--- config.mk ---
export PLATFORM = sky130hd
export DESIGN_NAME = i2csad_regs
export DESIGN_NICKNAME = d
export VERILOG_FILES = /design/src/logic/i2csad_id_cmp.v /design/src/logic/i2csad_regs.v
export VERILOG_INCLUDE_DIRS = /design/src /design/src/logic
export SDC_FILE = /design/constraint.sdc
export NUM_CORES = 1
export LEC_CHECK = 0
export ABC_AREA = 1
export BUFFER_PORTS_ARGS = -buffer_cell sky130_fd_sc_hd__buf_2
export CORE_MARGIN = 5
export CORE_UTILIZATION = 25
export DETAILED_ROUTE_END_ITERATION = 10
export GPL_ROUTABILITY_DRIVEN = 0
export SLEW_MARGIN = 5
export SYNTH_ARGS = -nofsm -noshare
export SYNTH_HDL_FRONTEND = slang
export SYNTH_SLANG_ARGS = --single-unit
--- constraint.sdc ---
create_clock -name CLK_IN -period 1.2 [get_ports CLK_IN]
set_input_delay 0.18 -clock CLK_IN [delete_from_list [all_inputs] [get_ports CLK_IN]]
set_output_delay 0.18 -clock CLK_IN [all_outputs]
set_load 0.05 [all_outputs]
--- src/logic/i2csad_defs.vh ---
`ifndef I2CSAD_DEFS_VH
`define I2CSAD_DEFS_VH

// Register offsets (byte addresses)
`define I2CSAD_OFF_BYTE_BUFFER 8'h0C
`define I2CSAD_OFF_SLAVE_ID_PRIMARY 8'h10
`define I2CSAD_OFF_COND_CODE 8'h14
`define I2CSAD_OFF_SLAVE_ID_SECOND 8'h20
`define I2CSAD_OFF_SLAVE_ID_THIRD 8'h24
`define I2CSAD_OFF_HIT_FLAGS 8'h28
`define I2CSAD_OFF_CONTROL 8'h30
`define I2CSAD_OFF_IRQ_STATUS 8'h34
`define I2CSAD_OFF_IRQ_MASK 8'h38

// Control register fields
`define I2CSAD_CTL_ACK_ASSERT 0
`define I2CSAD_CTL_IRQ_FLAG 1
`define I2CSAD_CTL_MASTER 2

// Slave identifier fields
`define I2CSAD_GC_BIT 0

// Interrupt status fields
`define I2CSAD_IRQ_COND 0
`define I2CSAD_IRQ_HIT 1
`define I2CSAD_IRQ_GCALL 2
`define I2CSAD_IRQ_W 3

// Condition code values (idle is the reset value)
`define I2CSAD_COND_IDLE 8'hF8
`define I2CSAD_COND_ERROR 8'h00

`endif

--- src/logic/i2csad_id_cmp.v ---
`timescale 1ns/100ps
// Compares a received 7-bit device identifier with one programmed slot
module i2csad_id_cmp #(
	parameter ID_W = 7
) (
	// Programmed and received identifiers
	input wire [ID_W-1:0] slot_id_in,
	input wire [ID_W-1:0] rx_id_in,
	// Result
	output wire hit_out
);
	// Equality check, all-zero slot never matches
	assign hit_out = (slot_id_in == rx_id_in) && (slot_id_in != {ID_W{1'b0}});
endmodule

--- src/logic/i2csad_regs.v ---
// Summary of operation
// RULE1 - Data byte low eight bits: next byte to send, or last byte received.
// RULE2 - Condition code idle value keeps the interrupt flag cleared.
// RULE3 - Any other defined condition code sets the flag and requests interrupt.
// RULE4 - Condition code is read-only and resets to the idle code.
// RULE5 - Slave compares first address byte with primary identifier; acks when enabled.
// RULE6 - Software must not program primary identifier as all zeros.
// RULE7 - General call accepted only with ack enabled; otherwise ignored.
// RULE8 - Second and third identifiers exist; identifiers ignored in master mode.
// RULE9 - Hit flags bits 0..2 follow matches with primary, second, third identifiers.
// RULE10 - Hit flags clear on reset and on START or STOP.
// RULE11 - Software clears interrupt flag by writing zero; bus is held meanwhile.
// RULE12 - Ack enable one drives ACK, zero drives NACK.
// RULE13 - Reserved bits read zero and ignore writes.
`timescale 1ns/100ps
`include "i2csad_defs.vh"
module i2csad_regs #(
	parameter ID_W = 7
) (
	// Clock and reset
	input wire CLK_IN,
	input wire RESET_IN,
	// Register port
	input wire [7:0] REG_ADDR_IN,
	input wire [31:0] REG_WDATA_IN,
	input wire REG_WR_IN,
	input wire REG_RD_IN,
	output reg [31:0] REG_RDATA_OUT,
	// Bus engine side
	input wire ENG_COND_VALID_IN,
	input wire [7:0] ENG_COND_CODE_IN,
	input wire ENG_RX_BYTE_VALID_IN,
	input wire [7:0] ENG_RX_BYTE_IN,
	input wire ENG_ADDR_VALID_IN,
	input wire [7:0] ENG_ADDR_BYTE_IN,
	input wire ENG_START_STOP_IN,
	output wire [7:0] ENG_TX_BYTE_OUT,
	output wire ENG_ACK_ASSERT_OUT,
	output wire ENG_ACK_BIT_OUT,
	output wire ENG_ADDRESSED_OUT,
	output wire ENG_GCALL_OUT,
	output wire ENG_HOLD_SCL_OUT,
	output wire ENG_MASTER_OUT,
	// Interrupt
	output wire IRQ_OUT
);
	reg [7:0] byte_buffer_q;
	reg [7:0] slave_id_primary_q;
	reg [ID_W-1:0] slave_id_second_q;
	reg [ID_W-1:0] slave_id_third_q;
	reg [7:0] cond_code_q;
	reg [2:0] hit_q;
	reg [2:0] hit_d;
	reg ack_assert_q;
	reg irq_flag_q;
	reg irq_flag_d;
	reg master_q;
	reg addressed_q;
	reg gcall_q;
	reg [`I2CSAD_IRQ_W-1:0] irq_status_q;
	reg [`I2CSAD_IRQ_W-1:0] irq_status_d;
	reg [`I2CSAD_IRQ_W-1:0] irq_mask_q;
	wire [2:0] slot_hit;
	wire [ID_W-1:0] rx_id;
	wire is_gcall;
	wire wr_ctl;
	wire cond_active;

	assign rx_id = ENG_ADDR_BYTE_IN[7:1];
	assign is_gcall = (rx_id == {ID_W{1'b0}});
	assign wr_ctl = REG_WR_IN && (REG_ADDR_IN == `I2CSAD_OFF_CONTROL);
	assign cond_active = ENG_COND_VALID_IN && (ENG_COND_CODE_IN != `I2CSAD_COND_IDLE);

	// Three identifier comparators
	i2csad_id_cmp #(.ID_W(ID_W)) u_cmp_primary (
		.slot_id_in(slave_id_primary_q[7:1]),
		.rx_id_in(rx_id),
		.hit_out(slot_hit[0])
	);
	i2csad_id_cmp #(.ID_W(ID_W)) u_cmp_second (
		.slot_id_in(slave_id_second_q),
		.rx_id_in(rx_id),
		.hit_out(slot_hit[1])
	);
	i2csad_id_cmp #(.ID_W(ID_W)) u_cmp_third (
		.slot_id_in(slave_id_third_q),
		.rx_id_in(rx_id),
		.hit_out(slot_hit[2])
	);

	// Hit flag next value
	always @* begin
		hit_d = hit_q;
		if (ENG_START_STOP_IN) begin
			hit_d = 3'h0; // [RULE10]
		end else if (ENG_ADDR_VALID_IN && !master_q) begin
			hit_d = slot_hit; // [RULE9] [RULE8]
		end
	end

	// Interrupt flag next value: hardware set wins over software clear
	always @* begin
		irq_flag_d = irq_flag_q;
		if (wr_ctl && !REG_WDATA_IN[`I2CSAD_CTL_IRQ_FLAG]) begin
			irq_flag_d = 1'b0; // [RULE11]
		end
		if (ENG_COND_VALID_IN) begin
			if (ENG_COND_CODE_IN == `I2CSAD_COND_IDLE) begin
				irq_flag_d = 1'b0; // [RULE2]
			end else begin
				irq_flag_d = 1'b1; // [RULE3]
			end
		end
	end

	// Sticky interrupt status: write one to clear, events win
	always @* begin
		irq_status_d = irq_status_q;
		if (REG_WR_IN && (REG_ADDR_IN == `I2CSAD_OFF_IRQ_STATUS)) begin
			irq_status_d = irq_status_q & ~REG_WDATA_IN[`I2CSAD_IRQ_W-1:0];
		end
		if (cond_active) begin
			irq_status_d[`I2CSAD_IRQ_COND] = 1'b1; // [RULE3]
		end
		if (ENG_ADDR_VALID_IN && !master_q && (|slot_hit)) begin
			irq_status_d[`I2CSAD_IRQ_HIT] = 1'b1;
		end
		if (ENG_ADDR_VALID_IN && !master_q && is_gcall && slave_id_primary_q[`I2CSAD_GC_BIT] && ack_assert_q) begin
			irq_status_d[`I2CSAD_IRQ_GCALL] = 1'b1;
		end
	end

	// Software-written registers
	always @(posedge CLK_IN) begin
		if (RESET_IN) begin
			slave_id_primary_q <= 8'h00;
			slave_id_second_q <= {ID_W{1'b0}};
			slave_id_third_q <= {ID_W{1'b0}};
			ack_assert_q <= 1'b0;
			master_q <= 1'b0;
			irq_mask_q <= {`I2CSAD_IRQ_W{1'b0}};
		end else if (REG_WR_IN) begin
			case (REG_ADDR_IN)
				`I2CSAD_OFF_SLAVE_ID_PRIMARY: begin
					slave_id_primary_q <= REG_WDATA_IN[7:0];
				end
				`I2CSAD_OFF_SLAVE_ID_SECOND: begin
					slave_id_second_q <= REG_WDATA_IN[7:1]; // [RULE8] [RULE13]
				end
				`I2CSAD_OFF_SLAVE_ID_THIRD: begin
					slave_id_third_q <= REG_WDATA_IN[7:1]; // [RULE8] [RULE13]
				end
				`I2CSAD_OFF_CONTROL: begin
					ack_assert_q <= REG_WDATA_IN[`I2CSAD_CTL_ACK_ASSERT];
					master_q <= REG_WDATA_IN[`I2CSAD_CTL_MASTER];
				end
				`I2CSAD_OFF_IRQ_MASK: begin
					irq_mask_q <= REG_WDATA_IN[`I2CSAD_IRQ_W-1:0];
				end
				default: begin
					irq_mask_q <= irq_mask_q;
				end
			endcase
		end
	end

	// Data byte: software write or received byte, reception wins
	always @(posedge CLK_IN) begin
		if (RESET_IN) begin
			byte_buffer_q <= 8'h00;
		end else if (ENG_RX_BYTE_VALID_IN) begin
			byte_buffer_q <= ENG_RX_BYTE_IN; // [RULE1]
		end else if (REG_WR_IN && (REG_ADDR_IN == `I2CSAD_OFF_BYTE_BUFFER)) begin
			byte_buffer_q <= REG_WDATA_IN[7:0]; // [RULE1]
		end
	end

	// Hardware-owned state
	always @(posedge CLK_IN) begin
		if (RESET_IN) begin
			cond_code_q <= `I2CSAD_COND_IDLE; // [RULE4]
			hit_q <= 3'h0; // [RULE10]
			irq_flag_q <= 1'b0;
			irq_status_q <= {`I2CSAD_IRQ_W{1'b0}};
		end else begin
			if (ENG_COND_VALID_IN) begin
				cond_code_q <= ENG_COND_CODE_IN; // [RULE4]
			end
			hit_q <= hit_d;
			irq_flag_q <= irq_flag_d;
			irq_status_q <= irq_status_d;
		end
	end

	// Slave addressing outcome for the bus engine
	always @(posedge CLK_IN) begin
		if (RESET_IN) begin
			addressed_q <= 1'b0;
			gcall_q <= 1'b0;
		end else if (ENG_START_STOP_IN || master_q) begin
			addressed_q <= 1'b0; // [RULE8]
			gcall_q <= 1'b0;
		end else if (ENG_ADDR_VALID_IN) begin
			addressed_q <= ack_assert_q && slot_hit[0]; // [RULE5]
			gcall_q <= ack_assert_q && is_gcall && slave_id_primary_q[`I2CSAD_GC_BIT]; // [RULE7]
		end
	end

	// Register read path, one cycle latency
	always @(posedge CLK_IN) begin
		if (RESET_IN) begin
			REG_RDATA_OUT <= 32'h00000000;
		end else if (REG_RD_IN) begin
			case (REG_ADDR_IN)
				`I2CSAD_OFF_BYTE_BUFFER: REG_RDATA_OUT <= {24'h000000, byte_buffer_q}; // [RULE1]
				`I2CSAD_OFF_SLAVE_ID_PRIMARY: REG_RDATA_OUT <= {24'h000000, slave_id_primary_q};
				`I2CSAD_OFF_COND_CODE: REG_RDATA_OUT <= {24'h000000, cond_code_q}; // [RULE4]
				`I2CSAD_OFF_SLAVE_ID_SECOND: REG_RDATA_OUT <= {24'h000000, slave_id_second_q, 1'b0}; // [RULE13]
				`I2CSAD_OFF_SLAVE_ID_THIRD: REG_RDATA_OUT <= {24'h000000, slave_id_third_q, 1'b0}; // [RULE13]
				`I2CSAD_OFF_HIT_FLAGS: REG_RDATA_OUT <= {29'h00000000, hit_q}; // [RULE9]
				`I2CSAD_OFF_CONTROL: REG_RDATA_OUT <= {29'h00000000, master_q, irq_flag_q, ack_assert_q};
				`I2CSAD_OFF_IRQ_STATUS: REG_RDATA_OUT <= {29'h00000000, irq_status_q};
				`I2CSAD_OFF_IRQ_MASK: REG_RDATA_OUT <= {29'h00000000, irq_mask_q};
				default: REG_RDATA_OUT <= 32'h00000000; // [RULE13]
			endcase
		end else begin
			REG_RDATA_OUT <= 32'h00000000;
		end
	end

	// Outputs to the bus engine
	assign ENG_TX_BYTE_OUT = byte_buffer_q; // [RULE1]
	assign ENG_ACK_ASSERT_OUT = ack_assert_q;
	assign ENG_ACK_BIT_OUT = ~ack_assert_q; // [RULE12]
	assign ENG_ADDRESSED_OUT = addressed_q;
	assign ENG_GCALL_OUT = gcall_q;
	assign ENG_HOLD_SCL_OUT = irq_flag_q;
	assign ENG_MASTER_OUT = master_q;

	// Level interrupt from unmasked sticky bits
	assign IRQ_OUT = |(irq_status_q & irq_mask_q);
endmodule

Yosys cells after proc, flatten, opt, wreduce, memory -nomap -nowiden:

Index checks and enable logic that the tools add are counted.

* multiplexer cells: 10
* reduce and logical (&&, ||, !) cells: 38
* eq/ne operators: 14
* bitwise gates (word level): 5

Operators by type and width (number)
* $pmux 8 s9: 1
* $eq 8x6->1 const B: 6
* $eq 7x7->1: 3
* $reduce_bool 7->1: 3
* $eq 8x5->1 const B: 2
* $logic_and 1x1->1: 16
* $mux 8: 2
* $reduce_and 2->1: 5
* $reduce_bool 2->1: 5
* $eq 8x4->1 const B: 1
* $eq 8x8->1 const B: 1
* $ne 8x8->1 const B: 1
* $logic_not 7->1: 1
* $and 3x3->3: 2
* $mux 1: 6
* $reduce_or 2->1: 3
* $reduce_or 3->1: 2
* $mux 3: 1
* $not 3->3: 1
* $logic_not 1->1: 2
* $not 1->1: 2
* $logic_or 1x1->1: 1

* output and inout bits: 47
* input port bits: 72
* logic and storage cells: 83
* register bits after elaboration: 84

Depth between registers and ports, before layout:

Gate-level depths: netlist (run 1).

* word-level depth: 6
* depth in mapped cells: 10
* gate-level depth less buffers: 10

Modules after synthesis:

Synthesis (run 1) repeated with hierarchy kept, for this count alone.

* cells, all modules: 548
* area total of the unflattened synthesis: 3562.2 um^2

By module, submodules not included
* i2csad_regs: sequential area each 1201.2 um^2, cells each 434, area each 3115.5 um^2, times used 1
* i2csad_id_cmp: sequential area each 0.0 um^2, cells each 38, area each 148.9 um^2, times used 3

Worst setup path after synthesis (run 1):

Ideal clock, no wire load.

* kind: register to register
* start: reg master_q (netlist: ENG_MASTER_OUT)
* end: reg irq_status_q[1]
* cell stages (with the launch flop): 8
* path buffers: 0
* slack: -0.144 ns
* clock period less this slack: 1.344 ns
* data required time: 1.072 ns
* arrival: 1.217 ns
* library setup time: 0.128 ns
* cells stage by stage: dfxtp_1 nor2_1 nand4_1 nor2_1 nand3_1 nand2_1 nor2_1 nor2_1

* cells in the longest elaborated chain, start to end: 4
* elaborated cells on any way between the ends: 5
* classes of those cells: 1 x mux; 4 x reduce/logical

RTL lines
* from (decl): RTL line i2csad_regs.v:57 `reg master_q;`
* from (signal assigned): RTL line i2csad_regs.v:155 `` master_q <= REG_WDATA_IN[`I2CSAD_CTL_MASTER]; ``
* $logic_not 1->1 *: RTL line i2csad_regs.v:125 `if (ENG_ADDR_VALID_IN && !master_q && (|slot_hit)) begin`
* $logic_and 1x1->1 * (2 in a row): RTL line i2csad_regs.v:125
* $mux 1 or $reduce_bool 2->1 (tied branches)
* to (signal assigned): RTL line i2csad_regs.v:184 `` irq_status_q <= {`I2CSAD_IRQ_W{1'b0}}; ``
* to (signal assigned): RTL line i2csad_regs.v:191 `irq_status_q <= irq_status_d;`
* to (decl): RTL line i2csad_regs.v:60 `` reg [`I2CSAD_IRQ_W-1:0] irq_status_q; ``

Mark *: on every way between the ends. The rest lies on a longest branch, timed or not.
A chain may end at the register's enable or synchronous reset.

Final worst setup path (run 1):

Ends and elaborated chain as after synthesis.

==> flow_summary.toml, run 1 <==
[synthesis]
synth_enable_flop_cells = 0
synth.area.top_cells = "dfxtp_1 (36%), nand2_1 (13%), nand3_1 (7.9%)"
ys_ff_latch = 60
synth_cells = 508
synth_ff_type = "dfxtp_1"
yosys.area.top_type = "dfxtp_1"
synth.top_cell.area_share = 0.3574
async_flop_share = 0
yosysSeqAreaShare = 0.3574
netlist_area_mm2 = 0.003361
yosys_warnings = 0
synth_cell_type_count = 26
synth.avg_cell_area_um2 = 6.616

[routing]
dr_wl_met2_mm = 5.074
detail-route-antenna-nets = 0
vias = 3592
avgRoutedWirePerCell_um = 14.16
drt-pass1-iter-count = 5
drt-vias-per-instance = 4.473
wl_met1_mm = 5.228
drc = 0
drt-total-wl_mm = 11.37
drt_iter0_markers = 249
wl_met3_um = 733
top_layer = "met4"

[final_layout]
final_cells = 803
fillers = 1426
syn2layout_area_growth_pct = 38.05
layout-drive-gt1-share = 0.3078
final_nets = 694
final_common_cell = "nand2_1"
stdcell_area_mm2 = 0.004639
final_cell_mix = "nand2_1 (110), buf_2 (61), o21ai_0 (52)"
diodes = 0

[grt]
grt-ovfl-total = 0
antenna_found_initial = 0
track_usage = 0.1436
grt_pass1_wl_mm = 18.08
grt_max_degree = 26
grt_pass1_vias = 3571

[power_and_ir_drop]
p_leak_nw = 2.219
ir_worst_vdd_mv = 0.6326
combinationalPowerShare = 0.131
p_clk_frac = 0.509
swShare = 0.2636
p_sw_w = 0.001514
p_int_w = 0.004228
p_seq_frac = 0.360
powerDensity_mw_per_mm2 = 1238
finalPower_w = 0.005742

[timing]
setup_viol = 0
hold_viol = 0
min_period_ns = 1.175
post-route-period-util = 0.9792
drv_slew = 0
hold_slack_ns = 0.07467
rsz0062_at_grt = "yes"
fmax_mhz = 851.1
finalSetupTns_ns = 0
fin_skew_ns = 0.007477

[cts]
h-tree-depth = 3
clock-sinks = 60
root_buffer = "clkbuf_16"
clk_path_buf_depth = 2
cts_buffers = 9
cts_tree = "done"
clk_latency_ns = 0.33
path_clk_slew_ns = 0.05

[floorplanning]
die_w_um = 125.9
initial_utilization = 0.2548
row_count = 42
core_mm2 = 0.01319
dieHeight_um = 125.9
die-area_mm2 = 0.01586
pin_count = 119

[setup_path]
cp.required_ns = 1.46
cp_max_fo = 3
worst_r2r_endpoint = "irq_status_q[1]$_SDFFE_PP0P_"
critPathArrivalTime_ns = 1.44
reg2reg_depth = 7
r2r_start = "ENG_MASTER_OUT$_SDFFE_PP0N_"
cp-end-kind = "flip-flop"
start_kind = "flip-flop"
path_class = "flip-flop to flip-flop"
reg2reg_slack_ns = 0.03

[placement]
io_buffers = 69
place_area_mm2 = 0.004153
dp_cells = 783
dpl.hpwl_mm = 9.026

[hold_path]
hold_depth = 3
holdPathEnd = "cond_code_q[4]$_SDFFE_PP1P_"
hold_class = "primary input to flip-flop"
hp-start = "ENG_COND_CODE_IN[4]"

[run_status]
outcome = "complete, no violations"

[job]
cap_violations = 0
[final cells by class]
class	instances	area [µm²]	area share
Tap cell	176	220.2	0.04746
Inverter	54	202.7	0.04369
Clock inverter	4	70.07	0.01510
Sequential cell	60	1236	0.2665
Multi-Input combinational cell	382	1876	0.4043
Timing Repair Buffer	115	768.2	0.1656
Clock buffer	12	266.5	0.05744
[stage by stage]
step	setup WS, ns	util
2_1_floorplan	0.01160	-
3_3_place_gp	-0.1703	0.3148
3_5_place_dp	-0.1891	0.3148
4_1_cts	-0.02395	0.3432
5_1_grt	-0.03087	0.3517
6_report	0.02502	0.3517
[kinds of logic after synthesis]
logic type | count (synthesis) | synth area share
AO/OA/AOI/OAI | 97 | 0.1482
AND/OR/NAND/NOR | 252 | 0.3373
buffers and inverters | 89 | 0.1325
flip-flops | 60 | 0.3574
other | 1 | 0.001116
XOR/XNOR | 9 | 0.02346
[critical path, cell delays in order, from the launching register on]
cell and delay, ns:
dfxtp_2 0.32, nor2_2 0.18, nand4_1 0.12, nor2_1 0.16, nand3_2 0.13, nand2_1 0.09, nor2_1 0.05, nor2_1 0.07
[sequential cells by signal, indices dropped and copies added, names as in the netlist, 3 cells and up]
signal,cells
ENG_TX_BYTE_OUT,8
REG_RDATA_OUT,8
cond_code_q,8
hit_q,3
irq_mask_q,3
irq_status_q,3
slave_id_primary_q,8
slave_id_second_q,7
slave_id_third_q,7
[synth_stat cells (7+ instances only)]
cell type  instances
o21ai_0           52
dfxtp_1           60
inv_1             50
nor3_1             7
a21oi_1           43
nand4_1            7
nand3_1           53
nor2_1            55
nand2_1          115
buf_4             25
[per-layer routing]
| metal | GRT usage | vias up |
|---|---|---|
| met3 | 0.03726 | 25 |
| met5 | 0 | - |
| met1 | 0.1889 | 1595 |
| li1 | - | 1833 |
| met2 | 0.2225 | 139 |
| met4 | 0.06183 | 0 |
[power by group through the flow]
stage                     logic (W)  registers [W]  clock network [W]
after floorplan            0.000460        0.00218                  0
after global placement     0.000739        0.00211                  0
after detailed placement   0.000742        0.00211                  0
after CTS                  0.000746        0.00207            0.00295
after global routing       0.000820        0.00207            0.00304
final                      0.000755        0.00207            0.00292
[worst max-delay path by stage]
stage                                            startpoint                                 to  slack [ns]  depth (start not counted)
after floorplan                              REG_ADDR_IN[6]   slave_id_third_q[3]$_SDFFE_PP0P_        0.01                          9
after global placement                       REG_ADDR_IN[7]  slave_id_second_q[4]$_SDFFE_PP0P_       -0.17                          8
after detailed placement                     REG_ADDR_IN[7]  slave_id_second_q[2]$_SDFFE_PP0P_       -0.19                          8
after CTS                        irq_mask_q[0]$_SDFFE_PP0P_                            IRQ_OUT       -0.02                          3
after global routing      slave_id_second_q[5]$_SDFFE_PP0P_       irq_status_q[1]$_SDFFE_PP0P_       -0.03                          7
final                           ENG_MASTER_OUT$_SDFFE_PP0N_       irq_status_q[1]$_SDFFE_PP0P_        0.03                          7
[repair_timing]
item | CTS | global route
resized for setup | 15 | 38
hold buffers | 0 | 0
pin swaps | 0 | 11
gates cloned | 0 | 0
endpoints found under the setup margin | 5 | 15
buffers inserted | 0 | 4
No activity file was read; power rests on OpenSTA's default activity.
==> inputs of run 2 (changes only) <==
--- a/config.mk
+++ b/config.mk
@@ -13,4 +13,5 @@
 export DETAILED_ROUTE_END_ITERATION = 10
 export GPL_ROUTABILITY_DRIVEN = 0
+export RECOVER_POWER = 100
 export SLEW_MARGIN = 5
 export SYNTH_ARGS = -nofsm -noshare
==> constraint.sdc (replaced) <==
create_clock -name CLK_IN -period 1.2 [get_ports CLK_IN]
set_input_delay 0 -clock CLK_IN [delete_from_list [all_inputs] [get_ports CLK_IN]]
set_output_delay 0 -clock CLK_IN [all_outputs]
set_load 0.05 [all_outputs]
==> run 2 against run 1 <==
The flow now finishes with violations (hold timing). Sequential cell count is the same. First-iteration DRC count shrank 17%. Fmax grew 1.2%. Clock skew shrank 0.0034 ns. Critical path type is now flip-flop to primary output. Largest cell class unchanged.
==> flow_summary.toml, run 2 (same netlist as run 1, synthesis figures left out) <==
[routing]
drt-pass1-iter-count = 5
drt-total-wl_mm = 11.47
drt-vias-per-instance = 4.391
drt_iter0_markers = 207
avgRoutedWirePerCell_um = 14.14
drc = 0
detail-route-antenna-nets = 0
vias = 3561

[grt]
grt_max_degree = 37
grt-ovfl-total = 0
track_usage = 0.1440
antenna_found_initial = 0
grt_pass1_vias = 3471
grt_pass1_wl_mm = 17.97

[run_status]
outcome = "finished, violations left"
violations = "hold timing"

[timing]
hold_viol = 2
fin_skew_ns = 0.004065
setup_viol = 0
drv_slew = 0
min_period_ns = 1.162
hold_slack_ns = -0.002320
post-route-period-util = 0.9679
fmax_mhz = 860.9
rsz0062_at_grt = "yes"

[cts]
root_buffer = "clkbuf_16"
h-tree-depth = 3
cts_setup_buffers = 0
clk_latency_ns = 0.33
path_clk_slew_ns = 0.05
clk_path_buf_depth = 2
cts_tree = "done"
cts_buffers = 9
clock-sinks = 60

[setup_path]
critPathArrivalTime_ns = 1.16
cp.buffers_inverters = 1
reg2reg_depth = 7
cp.depth = 3
cp_top_family = "flip-flops"
cp_max_fo = 3
critical-path-max-stage-delay_ns = 0.37
worst_path_max_delay_cell = "dfxtp_1"
cp-end-kind = "primary output"
cp.required_ns = 1.20
start_kind = "flip-flop"
path_class = "flip-flop to primary output"
path_cells = "nand2_1 > nand3_1 > buf_2"

[floorplanning]
die_w_um = 125.9
dieHeight_um = 125.9
pin_count = 119
core_mm2 = 0.01319
initial_utilization = 0.2548
row_count = 42
die-area_mm2 = 0.01586

[final_layout]
finish.utilization = 0.3399
diodes = 0
fillers = 1445
layout-drive-gt1-share = 0.2331
final_common_cell = "nand2_1"
syn2layout_area_growth_pct = 33.40
final_cell_mix = "nand2_1 (117), nor2_1 (54), nand3_1 (52), o21ai_0 (52), dfxtp_1 (49)"
final_nets = 703

[placement]
io_buffers = 69
dpl.hpwl_mm = 8.925

[power_and_ir_drop]
powerDensity_mw_per_mm2 = 1167
p_int_w = 0.003753
ir_worst_vdd_mv = 0.6506
p_sw_w = 0.001478
swShare = 0.2825
p_seq_frac = 0.396
finalPower_w = 0.005231
combinationalPowerShare = 0.146
p_leak_nw = 2.085
p_clk_frac = 0.458

[hold_path]
hold_class = "primary input to flip-flop"
hold_depth = 3

[job]
cap_violations = 0
run 2: cell count changes in the layout (fill, tap and decap cells not counted), sizes merged:
cell	before	now
bufinv	2	0
dlygate4sd3	0	19
clkbuf	17	46
buf	110	72
run 2: what timing repair did:
item / in CTS / in global routing
gates resized for setup: 0 / 24
hold endpoints to repair: 21 / 0
hold buffers: 20 / 0
endpoints found under the setup margin: 0 / 6
run 2: metal layers:
| layer | wire [µm] | part of all wire | vias up | global-route usage |
|---|---|---|---|---|
| li1 | - | - | 1850 | - |
| met1 | 5412 | 0.47 | 1572 | 0.1953 |
| met2 | 5064 | 0.44 | 121 | 0.2241 |
| met3 | 736 | 0.064 | 18 | 0.03768 |
| met4 | 255 | 0.022 | 0 | 0.04543 |
| met5 | 0 | 0 | - | 0 |
run 2: layout make-up:
type                       count  area (µm²)  area share
sequential                    60        1220      0.2721
timing repair buffer         124       797.0      0.1778
clock inverter                 2       10.01    0.002233
tap                          176       220.2     0.04912
inverter                      54       202.7     0.04521
clock buffer                  13       260.3     0.05805
multi-input combinational    382        1773      0.3955
run 2: power by group through the flow:
stage / combinational, W / clock [W] / sequential (W)
floorplan: 0.000458 / 0 / 0.00218
global placement: 0.000724 / 0 / 0.00211
detailed placement: 0.000727 / 0 / 0.00211
CTS: 0.000779 / 0.00242 / 0.00207
global route: 0.000835 / 0.00251 / 0.00207
finish: 0.000764 / 0.00240 / 0.00207
run 2: final timing paths:
| kind | slack [ns] | from | end |
|---|---|---|---|
| max | 0.04 | irq_status_q[1]$_SDFFE_PP0P_ | IRQ_OUT |
| min | -0.002 | ENG_COND_VALID_IN | cond_code_q[3]$_SDFFE_PP1P_ |
| max reg2reg | 0.04 | slave_id_second_q[5]$_SDFFE_PP0P_ | irq_status_q[1]$_SDFFE_PP0P_ |
| min reg2reg | 0.48 | hit_q[1]$_SDFFE_PP0N_ | hit_q[1]$_SDFFE_PP0N_ |
run 2: worst reg2reg max path: stages (launching register included):
cell and delay (ns):
dfxtp_1 0.44, xnor2_1 0.14, nand2_1 0.06, nor2_1 0.14
nand3_2 0.12, nand2_1 0.08, nor2_1 0.04, nor2_1 0.07
run 2: through the flow:
stage / hold WS [ns] / cell area (µm²) / TNS, ns / setup slack (ns) / cells
after detailed placement: 0.2335 / 4055 / -0.5421 / -0.05638 / 777
after global routing: 0.01829 / 4483 / -0.2092 / -0.07365 / 811
after CTS: 0.0009179 / 4526 / 0 / 0.01825 / 812
final: -0.002320 / 4483 / 0 / 0.03848 / 811
after floorplan: 0.09346 / 3450 / 0 / 0.06204 / 531
after global placement: 0.2226 / 4055 / -0.3932 / -0.04170 / 777
